**src/pkg/debug_trigger_pkg.sv**
```systemverilog
// constants and types shared by the hardware breakpoint and watchpoint unit
//
// Operation
// - instruction breakpoint fires on program counter match
// - four independent instruction breakpoints with own registers
// - eight-bit per-thread mask, resets to zero
// - bit 1 selects equal or not-equal compare
// - bit 0 enables each trigger, resets clear
// - four data watchpoints with first address
// - each data watchpoint holds second address
// - each data watchpoint has own control register
// - bit 2 lets data watchpoint fire on loads
// - bit 1 combines conditions: and, or
// - four resource watchpoints with 32-bit mask
// - resource watchpoint compare value, masked match
// - each resource watchpoint has own control register
// - bit 1 picks condition A or B
// - record three-bit cause code of interrupt
// - record eight-bit number of causing thread
// - capture access address or resource identifier
package debug_trigger_pkg;
	localparam int unsigned NUM_TRIG   = 4;
	localparam int unsigned NUM_THREAD = 8;
	localparam int unsigned THR_W      = 3;
	localparam int unsigned IDX_W      = 2;
	// register indices; byte address is four times the index
	localparam logic [7:0] IDX_IBRK_ADDR   = 8'h30;
	localparam logic [7:0] IDX_IBRK_CTRL   = 8'h40;
	localparam logic [7:0] IDX_DW_FIRST    = 8'h50;
	localparam logic [7:0] IDX_DW_SECOND   = 8'h60;
	localparam logic [7:0] IDX_DW_CTRL     = 8'h70;
	localparam logic [7:0] IDX_RW_MASK     = 8'h80;
	localparam logic [7:0] IDX_RW_VALUE    = 8'h90;
	localparam logic [7:0] IDX_RW_CTRL     = 8'h9c;
	localparam logic [7:0] IDX_IRQ_TYPE    = 8'h15;
	localparam logic [7:0] IDX_IRQ_DATA    = 8'h16;
	// control register fields
	localparam int unsigned CTRL_EN_BIT    = 0;
	localparam int unsigned CTRL_SEL_BIT   = 1;
	localparam int unsigned CTRL_LOAD_BIT  = 2;
	localparam int unsigned CTRL_THR_LSB   = 16;
	localparam logic [31:0] IB_CTRL_WMASK  = 32'h00ff_0003;
	localparam logic [31:0] DW_CTRL_WMASK  = 32'h00ff_0007;
	localparam logic [31:0] RW_CTRL_WMASK  = 32'h00ff_0003;
	localparam logic [31:0] CTRL_RESET     = 32'h0000_0000;
	localparam logic [31:0] ADDR_RESET     = 32'h0000_0000;
	// interrupt type register fields
	localparam int unsigned TYPE_THR_LSB   = 8;
	localparam int unsigned TYPE_IDX_LSB   = 16;
	// trigger kinds
	localparam int unsigned KIND_INSTR     = 0;
	localparam int unsigned KIND_DATA      = 1;
	localparam int unsigned KIND_RES       = 2;
	typedef enum logic [2:0] {
		CAUSE_NONE   = 3'h0,
		CAUSE_HOST   = 3'h1,
		CAUSE_CALL   = 3'h2,
		CAUSE_IBRK   = 3'h3,
		CAUSE_DWATCH = 3'h4,
		CAUSE_RWATCH = 3'h5
	} cause_e;
	typedef enum logic [1:0] {
		ST_RUN   = 2'b01,
		ST_DEBUG = 2'b10
	} state_e;
endpackage : debug_trigger_pkg

```
**src/pkg/trig_cfg_if.sv**
```systemverilog
// configuration and fire flags of one group of four triggers
`timescale 1ns/1ps
`default_nettype none
interface trig_cfg_if;
	logic [31:0]                              first  [debug_trigger_pkg::NUM_TRIG];
	logic [31:0]                              second [debug_trigger_pkg::NUM_TRIG];
	logic [31:0]                              ctrl   [debug_trigger_pkg::NUM_TRIG];
	logic [debug_trigger_pkg::NUM_TRIG-1:0]   fire;
	modport regs  (output first, output second, output ctrl, input fire);
	modport match (input first, input second, input ctrl, output fire);
endinterface : trig_cfg_if
`default_nettype wire

```
**src/design/hw_breakpoint_watchpoint_unit.sv**
```systemverilog
// breakpoint and watchpoint unit with apb registers and debug entry logic
`timescale 1ns/1ps
`default_nettype none
module hw_breakpoint_watchpoint_unit (
	input  wire logic                               pclk,
	input  wire logic                               presetn,
	input  wire logic                               psel,
	input  wire logic                               penable,
	input  wire logic                               pwrite,
	input  wire logic [11:0]                        paddr,
	input  wire logic [31:0]                        pwdata,
	output logic [31:0]                             prdata,
	output logic                                    pready,
	output logic                                    pslverr,
	input  wire logic                               host_debug_req,
	input  wire logic                               debug_call_instruction,
	input  wire logic [debug_trigger_pkg::THR_W-1:0] debug_call_thread,
	input  wire logic                               instr_valid,
	input  wire logic [debug_trigger_pkg::THR_W-1:0] instr_thread,
	input  wire logic [31:0]                        instr_pc,
	input  wire logic                               mem_valid,
	input  wire logic                               mem_is_load,
	input  wire logic [debug_trigger_pkg::THR_W-1:0] mem_thread,
	input  wire logic [31:0]                        mem_addr,
	input  wire logic                               res_valid,
	input  wire logic [debug_trigger_pkg::THR_W-1:0] res_thread,
	input  wire logic [31:0]                        res_id,
	output logic                                    debug_irq,
	output logic                                    debug_active
);

	// ------------------------------------------------------------
	// address decode
	// ------------------------------------------------------------

	// true when a register index lies in the group of four at base
	function automatic logic in_group(input logic [7:0] index, input logic [7:0] base);
		in_group = (index[7:2] == base[7:2]);
	endfunction : in_group

	logic [7:0]  reg_idx;
	logic [1:0]  elem;
	logic [3:0]  elem_dec;
	logic        aligned;
	logic        hit_ib_addr;
	logic        hit_ib_ctrl;
	logic        hit_dw_first;
	logic        hit_dw_second;
	logic        hit_dw_ctrl;
	logic        hit_rw_mask;
	logic        hit_rw_value;
	logic        hit_rw_ctrl;
	logic        hit_type;
	logic        hit_data;
	logic        mapped;
	logic        setup_phase;
	logic        access_phase;
	logic        wr_en;

	// index is the word number, element picks one of four triggers
	assign reg_idx  = paddr[9:2];
	assign elem     = reg_idx[1:0];
	assign elem_dec = 4'h1 << elem;
	assign aligned  = (paddr[1:0] == 2'h0) && (paddr[11:10] == 2'h0);

	assign hit_ib_addr   = aligned && in_group(reg_idx, debug_trigger_pkg::IDX_IBRK_ADDR);
	assign hit_ib_ctrl   = aligned && in_group(reg_idx, debug_trigger_pkg::IDX_IBRK_CTRL);
	assign hit_dw_first  = aligned && in_group(reg_idx, debug_trigger_pkg::IDX_DW_FIRST);
	assign hit_dw_second = aligned && in_group(reg_idx, debug_trigger_pkg::IDX_DW_SECOND);
	assign hit_dw_ctrl   = aligned && in_group(reg_idx, debug_trigger_pkg::IDX_DW_CTRL);
	assign hit_rw_mask   = aligned && in_group(reg_idx, debug_trigger_pkg::IDX_RW_MASK);
	assign hit_rw_value  = aligned && in_group(reg_idx, debug_trigger_pkg::IDX_RW_VALUE);
	assign hit_rw_ctrl   = aligned && in_group(reg_idx, debug_trigger_pkg::IDX_RW_CTRL);
	assign hit_type      = aligned && (reg_idx == debug_trigger_pkg::IDX_IRQ_TYPE);
	assign hit_data      = aligned && (reg_idx == debug_trigger_pkg::IDX_IRQ_DATA);

	assign mapped = hit_ib_addr | hit_ib_ctrl | hit_dw_first | hit_dw_second | hit_dw_ctrl
	              | hit_rw_mask | hit_rw_value | hit_rw_ctrl | hit_type | hit_data;

	// ------------------------------------------------------------
	// apb handshake
	// ------------------------------------------------------------

	// zero wait states: every access completes in its first access cycle
	assign setup_phase  = psel && !penable;
	assign access_phase = psel && penable;
	assign wr_en        = access_phase && pwrite && mapped;
	assign pready       = 1'b1;
	assign pslverr      = access_phase && !mapped; // unmapped or misaligned

	// per element write strobes
	logic [3:0] wr_ib_addr;
	logic [3:0] wr_ib_ctrl;
	logic [3:0] wr_dw_first;
	logic [3:0] wr_dw_second;
	logic [3:0] wr_dw_ctrl;
	logic [3:0] wr_rw_mask;
	logic [3:0] wr_rw_value;
	logic [3:0] wr_rw_ctrl;
	logic       wr_type;
	logic       wr_data;

	assign wr_ib_addr   = {4{wr_en & hit_ib_addr}}   & elem_dec;
	assign wr_ib_ctrl   = {4{wr_en & hit_ib_ctrl}}   & elem_dec;
	assign wr_dw_first  = {4{wr_en & hit_dw_first}}  & elem_dec;
	assign wr_dw_second = {4{wr_en & hit_dw_second}} & elem_dec;
	assign wr_dw_ctrl   = {4{wr_en & hit_dw_ctrl}}   & elem_dec;
	assign wr_rw_mask   = {4{wr_en & hit_rw_mask}}   & elem_dec;
	assign wr_rw_value  = {4{wr_en & hit_rw_value}}  & elem_dec;
	assign wr_rw_ctrl   = {4{wr_en & hit_rw_ctrl}}   & elem_dec;
	assign wr_type      = wr_en & hit_type;
	assign wr_data      = wr_en & hit_data;

	// ------------------------------------------------------------
	// trigger registers
	// ------------------------------------------------------------

	logic [31:0] ib_addr_q   [debug_trigger_pkg::NUM_TRIG];
	logic [31:0] ib_ctrl_q   [debug_trigger_pkg::NUM_TRIG];
	logic [31:0] dw_first_q  [debug_trigger_pkg::NUM_TRIG];
	logic [31:0] dw_second_q [debug_trigger_pkg::NUM_TRIG];
	logic [31:0] dw_ctrl_q   [debug_trigger_pkg::NUM_TRIG];
	logic [31:0] rw_mask_q   [debug_trigger_pkg::NUM_TRIG];
	logic [31:0] rw_value_q  [debug_trigger_pkg::NUM_TRIG];
	logic [31:0] rw_ctrl_q   [debug_trigger_pkg::NUM_TRIG];

	for (genvar g = 0; g < debug_trigger_pkg::NUM_TRIG; g++) begin : g_regs
		always_ff @(posedge pclk or negedge presetn) begin
			if (!presetn) begin
				ib_addr_q[g] <= debug_trigger_pkg::ADDR_RESET;
			end else if (wr_ib_addr[g]) begin
				ib_addr_q[g] <= pwdata;
			end
		end

		always_ff @(posedge pclk or negedge presetn) begin
			if (!presetn) begin
				ib_ctrl_q[g] <= debug_trigger_pkg::CTRL_RESET;
			end else if (wr_ib_ctrl[g]) begin
				ib_ctrl_q[g] <= pwdata & debug_trigger_pkg::IB_CTRL_WMASK;
			end
		end

		always_ff @(posedge pclk or negedge presetn) begin
			if (!presetn) begin
				dw_first_q[g]  <= debug_trigger_pkg::ADDR_RESET;
				dw_second_q[g] <= debug_trigger_pkg::ADDR_RESET;
			end else begin
				if (wr_dw_first[g]) begin
					dw_first_q[g] <= pwdata;
				end
				if (wr_dw_second[g]) begin
					dw_second_q[g] <= pwdata;
				end
			end
		end

		always_ff @(posedge pclk or negedge presetn) begin
			if (!presetn) begin
				dw_ctrl_q[g] <= debug_trigger_pkg::CTRL_RESET;
			end else if (wr_dw_ctrl[g]) begin
				dw_ctrl_q[g] <= pwdata & debug_trigger_pkg::DW_CTRL_WMASK;
			end
		end

		always_ff @(posedge pclk or negedge presetn) begin
			if (!presetn) begin
				rw_mask_q[g]  <= debug_trigger_pkg::ADDR_RESET;
				rw_value_q[g] <= debug_trigger_pkg::ADDR_RESET;
			end else begin
				if (wr_rw_mask[g]) begin
					rw_mask_q[g] <= pwdata;
				end
				if (wr_rw_value[g]) begin
					rw_value_q[g] <= pwdata;
				end
			end
		end

		always_ff @(posedge pclk or negedge presetn) begin
			if (!presetn) begin
				rw_ctrl_q[g] <= debug_trigger_pkg::CTRL_RESET;
			end else if (wr_rw_ctrl[g]) begin
				rw_ctrl_q[g] <= pwdata & debug_trigger_pkg::RW_CTRL_WMASK;
			end
		end
	end

	// ------------------------------------------------------------
	// comparators
	// ------------------------------------------------------------

	trig_cfg_if ib_cfg ();
	trig_cfg_if dw_cfg ();
	trig_cfg_if rw_cfg ();

	// second operand is unused by instruction breakpoints
	assign ib_cfg.first  = ib_addr_q;
	assign ib_cfg.second = '{default: 32'h0};
	assign ib_cfg.ctrl   = ib_ctrl_q;
	assign dw_cfg.first  = dw_first_q;
	assign dw_cfg.second = dw_second_q;
	assign dw_cfg.ctrl   = dw_ctrl_q;
	assign rw_cfg.first  = rw_mask_q;
	assign rw_cfg.second = rw_value_q;
	assign rw_cfg.ctrl   = rw_ctrl_q;

	trigger_match #(
		.KIND    (debug_trigger_pkg::KIND_INSTR)
	) u_instr_match (
		.cfg     (ib_cfg.match),
		.valid   (instr_valid),
		.is_load (1'b0),
		.thread  (instr_thread),
		.value   (instr_pc)
	);

	trigger_match #(
		.KIND    (debug_trigger_pkg::KIND_DATA)
	) u_data_match (
		.cfg     (dw_cfg.match),
		.valid   (mem_valid),
		.is_load (mem_is_load),
		.thread  (mem_thread),
		.value   (mem_addr)
	);

	trigger_match #(
		.KIND    (debug_trigger_pkg::KIND_RES)
	) u_res_match (
		.cfg     (rw_cfg.match),
		.valid   (res_valid),
		.is_load (1'b0),
		.thread  (res_thread),
		.value   (res_id)
	);

	// ------------------------------------------------------------
	// debug entry
	// ------------------------------------------------------------

	debug_trigger_pkg::cause_e             evt_cause;
	logic [debug_trigger_pkg::IDX_W-1:0]   evt_idx;
	logic [7:0]                            evt_thread;
	logic [31:0]                           evt_data;
	logic                                  evt_has_data;
	logic                                  armed;
	logic                                  take;

	cause_encoder u_cause (
		.host_req   (host_debug_req),
		.call       (debug_call_instruction),
		.fire_instr (ib_cfg.fire),
		.fire_data  (dw_cfg.fire),
		.fire_res   (rw_cfg.fire),
		.cause      (evt_cause),
		.idx        (evt_idx)
	);

	assign evt_thread =
		(evt_cause == debug_trigger_pkg::CAUSE_CALL)   ? {5'h0, debug_call_thread} :
		(evt_cause == debug_trigger_pkg::CAUSE_IBRK)   ? {5'h0, instr_thread}      :
		(evt_cause == debug_trigger_pkg::CAUSE_DWATCH) ? {5'h0, mem_thread}        :
		(evt_cause == debug_trigger_pkg::CAUSE_RWATCH) ? {5'h0, res_thread}        :
		                                                 8'h00;

	assign evt_data     = (evt_cause == debug_trigger_pkg::CAUSE_DWATCH) ? mem_addr : res_id;
	assign evt_has_data = (evt_cause == debug_trigger_pkg::CAUSE_DWATCH)
	                   || (evt_cause == debug_trigger_pkg::CAUSE_RWATCH);

	debug_trigger_pkg::state_e state_q;
	debug_trigger_pkg::state_e state_d;

	// writing the type register leaves debug; a same-cycle event still enters it
	assign armed = (state_q == debug_trigger_pkg::ST_RUN) || wr_type;
	assign take  = armed && (evt_cause != debug_trigger_pkg::CAUSE_NONE);

	// run or debug state
	always_comb begin
		case (state_q)
			debug_trigger_pkg::ST_RUN: begin
				state_d = take ? debug_trigger_pkg::ST_DEBUG : debug_trigger_pkg::ST_RUN;
			end
			debug_trigger_pkg::ST_DEBUG: begin
				state_d = (wr_type && !take) ? debug_trigger_pkg::ST_RUN
				                             : debug_trigger_pkg::ST_DEBUG;
			end
			default: begin
				state_d = debug_trigger_pkg::ST_RUN;
			end
		endcase
	end

	always_ff @(posedge pclk or negedge presetn) begin
		if (!presetn) begin
			state_q <= debug_trigger_pkg::ST_RUN;
		end else begin
			state_q <= state_d;
		end
	end

	// ------------------------------------------------------------
	// interrupt record registers
	// ------------------------------------------------------------

	logic [2:0]  cause_q;
	logic [1:0]  idx_q;
	logic [7:0]  thread_q;
	logic [31:0] data_q;
	logic        irq_q;

	always_ff @(posedge pclk or negedge presetn) begin
		if (!presetn) begin
			cause_q  <= 3'h0;
			idx_q    <= 2'h0;
			thread_q <= 8'h00;
		end else if (take) begin
			cause_q  <= evt_cause;
			idx_q    <= evt_idx;
			thread_q <= evt_thread;
		end else if (wr_type) begin
			cause_q  <= pwdata[2:0];
			idx_q    <= pwdata[debug_trigger_pkg::TYPE_IDX_LSB +: 2];
			thread_q <= pwdata[debug_trigger_pkg::TYPE_THR_LSB +: 8];
		end
	end

	always_ff @(posedge pclk or negedge presetn) begin
		if (!presetn) begin
			data_q <= 32'h0000_0000;
		end else if (take && evt_has_data) begin
			data_q <= evt_data;
		end else if (wr_data) begin
			data_q <= pwdata;
		end
	end

	// one-cycle interrupt pulse to the core
	always_ff @(posedge pclk or negedge presetn) begin
		if (!presetn) begin
			irq_q <= 1'b0;
		end else begin
			irq_q <= take;
		end
	end

	assign debug_irq    = irq_q;
	assign debug_active = (state_q == debug_trigger_pkg::ST_DEBUG);

	// ------------------------------------------------------------
	// read path
	// ------------------------------------------------------------

	logic [31:0] type_word;
	logic [31:0] rd_word;
	logic [31:0] prdata_q;

	assign type_word = {14'h0, idx_q, thread_q, 5'h0, cause_q};

	assign rd_word = hit_ib_addr   ? ib_addr_q[elem]   :
	                 hit_ib_ctrl   ? ib_ctrl_q[elem]   :
	                 hit_dw_first  ? dw_first_q[elem]  :
	                 hit_dw_second ? dw_second_q[elem] :
	                 hit_dw_ctrl   ? dw_ctrl_q[elem]   :
	                 hit_rw_mask   ? rw_mask_q[elem]   :
	                 hit_rw_value  ? rw_value_q[elem]  :
	                 hit_rw_ctrl   ? rw_ctrl_q[elem]   :
	                 hit_type      ? type_word         :
	                 hit_data      ? data_q            :
	                                 32'h0000_0000;

	// read data is registered in the setup cycle, stable through access
	always_ff @(posedge pclk or negedge presetn) begin
		if (!presetn) begin
			prdata_q <= 32'h0000_0000;
		end else if (setup_phase) begin
			prdata_q <= pwrite ? 32'h0000_0000 : rd_word;
		end
	end

	assign prdata = prdata_q;

endmodule : hw_breakpoint_watchpoint_unit
`default_nettype wire

```
**src/design/trigger_match.sv**
```systemverilog
// comparators for one group of four triggers of a given kind
`timescale 1ns/1ps
`default_nettype none
module trigger_match #(
	parameter int unsigned KIND = 0
) (
	trig_cfg_if.match                          cfg,
	input  wire logic                          valid,
	input  wire logic                          is_load,
	input  wire logic [debug_trigger_pkg::THR_W-1:0] thread,
	input  wire logic [31:0]                   value
);
	for (genvar g = 0; g < debug_trigger_pkg::NUM_TRIG; g++) begin : g_trig
		logic [31:0] c;
		logic        en;
		logic        thr_ok;
		logic        sel;
		logic        cond_a;
		logic        cond_b;
		logic        cond;
		logic        load_ok;
		assign c  = cfg.ctrl[g];
		assign en = c[debug_trigger_pkg::CTRL_EN_BIT];
		assign thr_ok = c[debug_trigger_pkg::CTRL_THR_LSB + 32'(thread)];
		assign sel = c[debug_trigger_pkg::CTRL_SEL_BIT];
		if (KIND == debug_trigger_pkg::KIND_INSTR) begin : g_instr
			assign cond_a  = (value == cfg.first[g]);
			assign cond_b  = 1'b0;
			assign cond    = sel ? !cond_a : cond_a;
			assign load_ok = 1'b1;
		end else if (KIND == debug_trigger_pkg::KIND_DATA) begin : g_data
			assign cond_a  = (value == cfg.first[g]);
			assign cond_b  = (value == cfg.second[g]);
			assign cond    = sel ? (cond_a | cond_b) : (cond_a & cond_b);
			assign load_ok = !is_load || c[debug_trigger_pkg::CTRL_LOAD_BIT];
		end else begin : g_res
			assign cond_a  = ((value & cfg.first[g]) == (cfg.second[g] & cfg.first[g]));
			assign cond_b  = !cond_a;
			assign cond    = sel ? cond_b : cond_a;
			assign load_ok = 1'b1;
		end
		assign cfg.fire[g] = valid & en & thr_ok & cond & load_ok;
	end
endmodule : trigger_match
`default_nettype wire

```
**src/design/cause_encoder.sv**
```systemverilog
// picks the cause and trigger index of a debug interrupt by fixed priority
`timescale 1ns/1ps
`default_nettype none
module cause_encoder (
	input  wire logic                          host_req,
	input  wire logic                          call,
	input  wire logic [3:0]                    fire_instr,
	input  wire logic [3:0]                    fire_data,
	input  wire logic [3:0]                    fire_res,
	output debug_trigger_pkg::cause_e          cause,
	output logic [debug_trigger_pkg::IDX_W-1:0] idx
);
	// lowest set bit of a four-bit fire vector
	function automatic logic [1:0] lowest(input logic [3:0] v);
		lowest = v[0] ? 2'h0 : v[1] ? 2'h1 : v[2] ? 2'h2 : 2'h3;
	endfunction : lowest

	assign cause = host_req      ? debug_trigger_pkg::CAUSE_HOST   :
	               call          ? debug_trigger_pkg::CAUSE_CALL   :
	               (|fire_instr) ? debug_trigger_pkg::CAUSE_IBRK   :
	               (|fire_data)  ? debug_trigger_pkg::CAUSE_DWATCH :
	               (|fire_res)   ? debug_trigger_pkg::CAUSE_RWATCH :
	                               debug_trigger_pkg::CAUSE_NONE;
	assign idx = (cause == debug_trigger_pkg::CAUSE_IBRK)   ? lowest(fire_instr) :
	             (cause == debug_trigger_pkg::CAUSE_DWATCH) ? lowest(fire_data)  :
	             (cause == debug_trigger_pkg::CAUSE_RWATCH) ? lowest(fire_res)   :
	                                                          2'h0;
endmodule : cause_encoder
`default_nettype wire

```
**config.mk**
```make
export PLATFORM = sky130hd
export DESIGN_NAME = hw_breakpoint_watchpoint_unit
export DESIGN_NICKNAME = d
export VERILOG_FILES = /design/src/pkg/debug_trigger_pkg.sv /design/src/pkg/trig_cfg_if.sv /design/src/design/hw_breakpoint_watchpoint_unit.sv /design/src/design/trigger_match.sv /design/src/design/cause_encoder.sv
export SDC_FILE = /design/constraint.sdc
export NUM_CORES = 2
export LEC_CHECK = 0
export ABC_AREA = 1
export BUFFER_PORTS_ARGS = -buffer_cell sky130_fd_sc_hd__buf_2
export CORE_MARGIN = 8
export CORE_UTILIZATION = 50
export DETAILED_ROUTE_END_ITERATION = 8
export PLACE_DENSITY = 0.66
export SYNTH_ARGS = -nofsm -noshare
export SYNTH_HDL_FRONTEND = slang
export SYNTH_HIERARCHICAL = 1
export SYNTH_SLANG_ARGS = --single-unit
```
**constraint.sdc**
```tcl
create_clock -name pclk -period 3.77 [get_ports pclk]
set_clock_uncertainty 0.05 [all_clocks]
set_input_delay 0.5655 -clock pclk [delete_from_list [all_inputs] [get_ports pclk]]
set_output_delay 0.5655 -clock pclk [all_outputs]
set_load 0.005 [all_outputs]
```
==> results.ini <==
[run_status]
status=finished clean

[critical_path]
start_kind=flop
path_buf_inv=2
critPathMostFrequentCell=nand2_1
worst_path_largest_cell_delay_ps=430
required_ps=4300
cp_slowest_cell=nor2_1
critPathKind=flop to flop
path_max_fanout=6
endpoint_kind=flop
crit_chain=nand2_1 > nand2_1 > nand2_1 > nand2_1 > nor2_1 > nand2_1 > nor2_1 > nand3_1 > nand2_1 > nor2_1 > nor2_1 > nand2_2 > nor2_2 > nor2_4 > buf_4 > nor3_1 > nor2_2 > nand2_1 > nand2_1 > buf_4 > o22ai_1
crit_arrival_ps=3970
path_delay_family=simple AND/OR/NAND/NOR gates
cp-startpoint=rw_cfg.first[0]
r2r-start=rw_cfg.first[0]

[placement]
io_buffers=197
dp_hpwl_um=122000
dp_cells=7582
place_area_sq_um=49700
preCtsSetupSlack_ps=72.3
place.gp.congestion=0.968

[finish]
layout-drive-gt1-share_pct=9.96
final_area_sq_um=52900
fillers=9066
area_growth_pct=11.1
nets=6580
layout.cells.non_filler=7764

[grt]
grt_max_degree=97
grt_pass1_wl_um=265000
grt_antenna_before_repair=25
gr-total-overflow=0
grt_pass1_vias=42400
grt_use_total_pct=32.1

[sta]
fin_crit_sh_pct=91.3
rsz0062_at_grt=false
setup_slack_ps=330
finalMaxSlewViolations=0
worstMarginPinSlew_ps=1210
relSlewSlack_pct=19.5
period_minus_slack_ps=3440
setup_viol=0
clock.fmax_ghz=0.291
hold_viol_final=0
setup_tns_ps=0

[hold_path]
hp-start=pwdata[6]
hold_class=input pin to flop

[power_and_ir_drop]
ir_worst_vdd_mv=0.323
powerDensity_nw_per_um2=386
p_leak_uw=0.0255

[floorplanning]
initial_core_util_pct=50.3
die_w_um=324
core_area_sq_um=94600
core.rowCount=113
dieArea_sq_um=105000
floorplan.io_pins=199
die_h_um=324

[synthesis]
syn_nets=6526
ys_warn_count=6
avgSynthCellArea_sq_um=7.48
netlist_instances=6361
syn_area_sq_um=47600

[clock_network]
clkTransAtPathRegs_ps=60
clock_latency_ps=680
post_cts_buffers=0
cts_tree=built
cts_made_buffers=95
cts_root_buf=clkbuf_16
cts.htree.levels=3
clockBufferDepth=3
cts.sink_count=844

[route]
viasPerCell=5.81
dr.pass1.iters=7
drtAntennaViolNets=0
drc=0
wl_um=175000
wl_per_cell_um=22.6
vias=45100
drtIter0Drc=5430

[run]
cap_violations=0

-- state kept, by name, summed over array words and instances (netlist names) --
| register | cells |
|---|---|
| dw_cfg.ctrl | 44 |
| ib_addr_q | 128 |
| ib_cfg.ctrl | 40 |
| thread_q | 8 |
| idx_q | 2 |
| state_q | 2 |
| rw_cfg.ctrl | 40 |
| data_q | 32 |
| dw_cfg.second | 128 |
| cause_q | 3 |
| prdata | 32 |
| debug_irq | 1 |
| rw_cfg.first | 128 |
| rw_cfg.second | 128 |
| dw_cfg.first | 128 |
-- metal layers --
metal | global-route usage, % | wire length [um] | vias to the layer above
met3 | 7.30 | 18000 | 406
met2 | 48.1 | 76700 | 2400
met5 | 0 | 106 | -
met1 | 44.1 | 71900 | 21500
li1 | - | - | 20800
met4 | 15.4 | 8560 | 16
-- area by class of cell --
class	count	area, sq um	share of cell area, %
antenna	16	40.0	0.0758
clock buffer	143	2870	5.44
clock inverter	22	213	0.402
inverter	522	1990	3.76
multi-input combinational	4604	22500	42.5
sequential	844	21100	40.0
tap	1265	1580	2.99
timing repair buffer	348	2580	4.89
-- stage by stage --
step                      total power (uW)  util (%)  hold slack (ps)
after floorplan                      10400         -              220
after global placement               11200      52.6              407
after detailed placement             11200      52.6              409
after CTS                            20500      55.8             36.7
after global routing                 21100      55.9             73.8
final                                20400      55.9             73.4
-- worst reg2reg max path: cells and delay by family, from the launching register on --
| family | cells | cell delay (ps) |
|---|---|---|
| AOI/OAI and AO/OA | 1 | 100 |
| buffers and inverters | 2 | 370 |
| DFF | 1 | 410 |
| and+or+nand+nor | 18 | 2400 |
-- timing repair --
item | 4_1_cts | 5_1_grt
hold buffers | 1 | 0
endpoints found under the hold margin | 46 | 0
resized for setup | 0 | 0
-- final timing paths --
path,end,slack [ps],cells past startpoint
max,thread_q[5],330,21
min,rw_cfg.second[70],70,3
max reg2reg,thread_q[5],330,21
min reg2reg,prdata[26],420,2
max in group asynchronous,dw_cfg.second[25],2000,4
min in group asynchronous,ib_addr_q[37],400,2
-- layout by cell type (no fill, tap or decap), types with 11 or more instances in the layout --
cell / instances
o22ai_1: 340
nand4_1: 34
or2_1: 18
dfrtp_1: 843
buf_4: 114
inv_2: 29
nor3_1: 11
clkbuf_16: 99
o221ai_1: 19
o21ai_0: 237
o21ai_1: 599
buf_2: 196
nor2_1: 492
nand3_1: 259
diode_2: 16
nand2_1: 1978
mux2i_1: 83
clkinv_2: 17
or2_2: 17
inv_1: 476
nor2_4: 11
clkbuf_8: 23
buf_12: 36
xnor2_1: 261
nand2_2: 25
clkbuf_1: 21
a21oi_1: 119
nor2_2: 31
-- report_power, final --
part           internal [uW]  switching (uW)  leakage [uW]  total, uW
clock                   5430            3870       0.00153       9290
sequential              9110            32.2        0.0117       9140
combinational            577            1410        0.0123       1990
total                  15100            5310        0.0255      20400
Note: power is estimated with default switching activity, not from simulation.
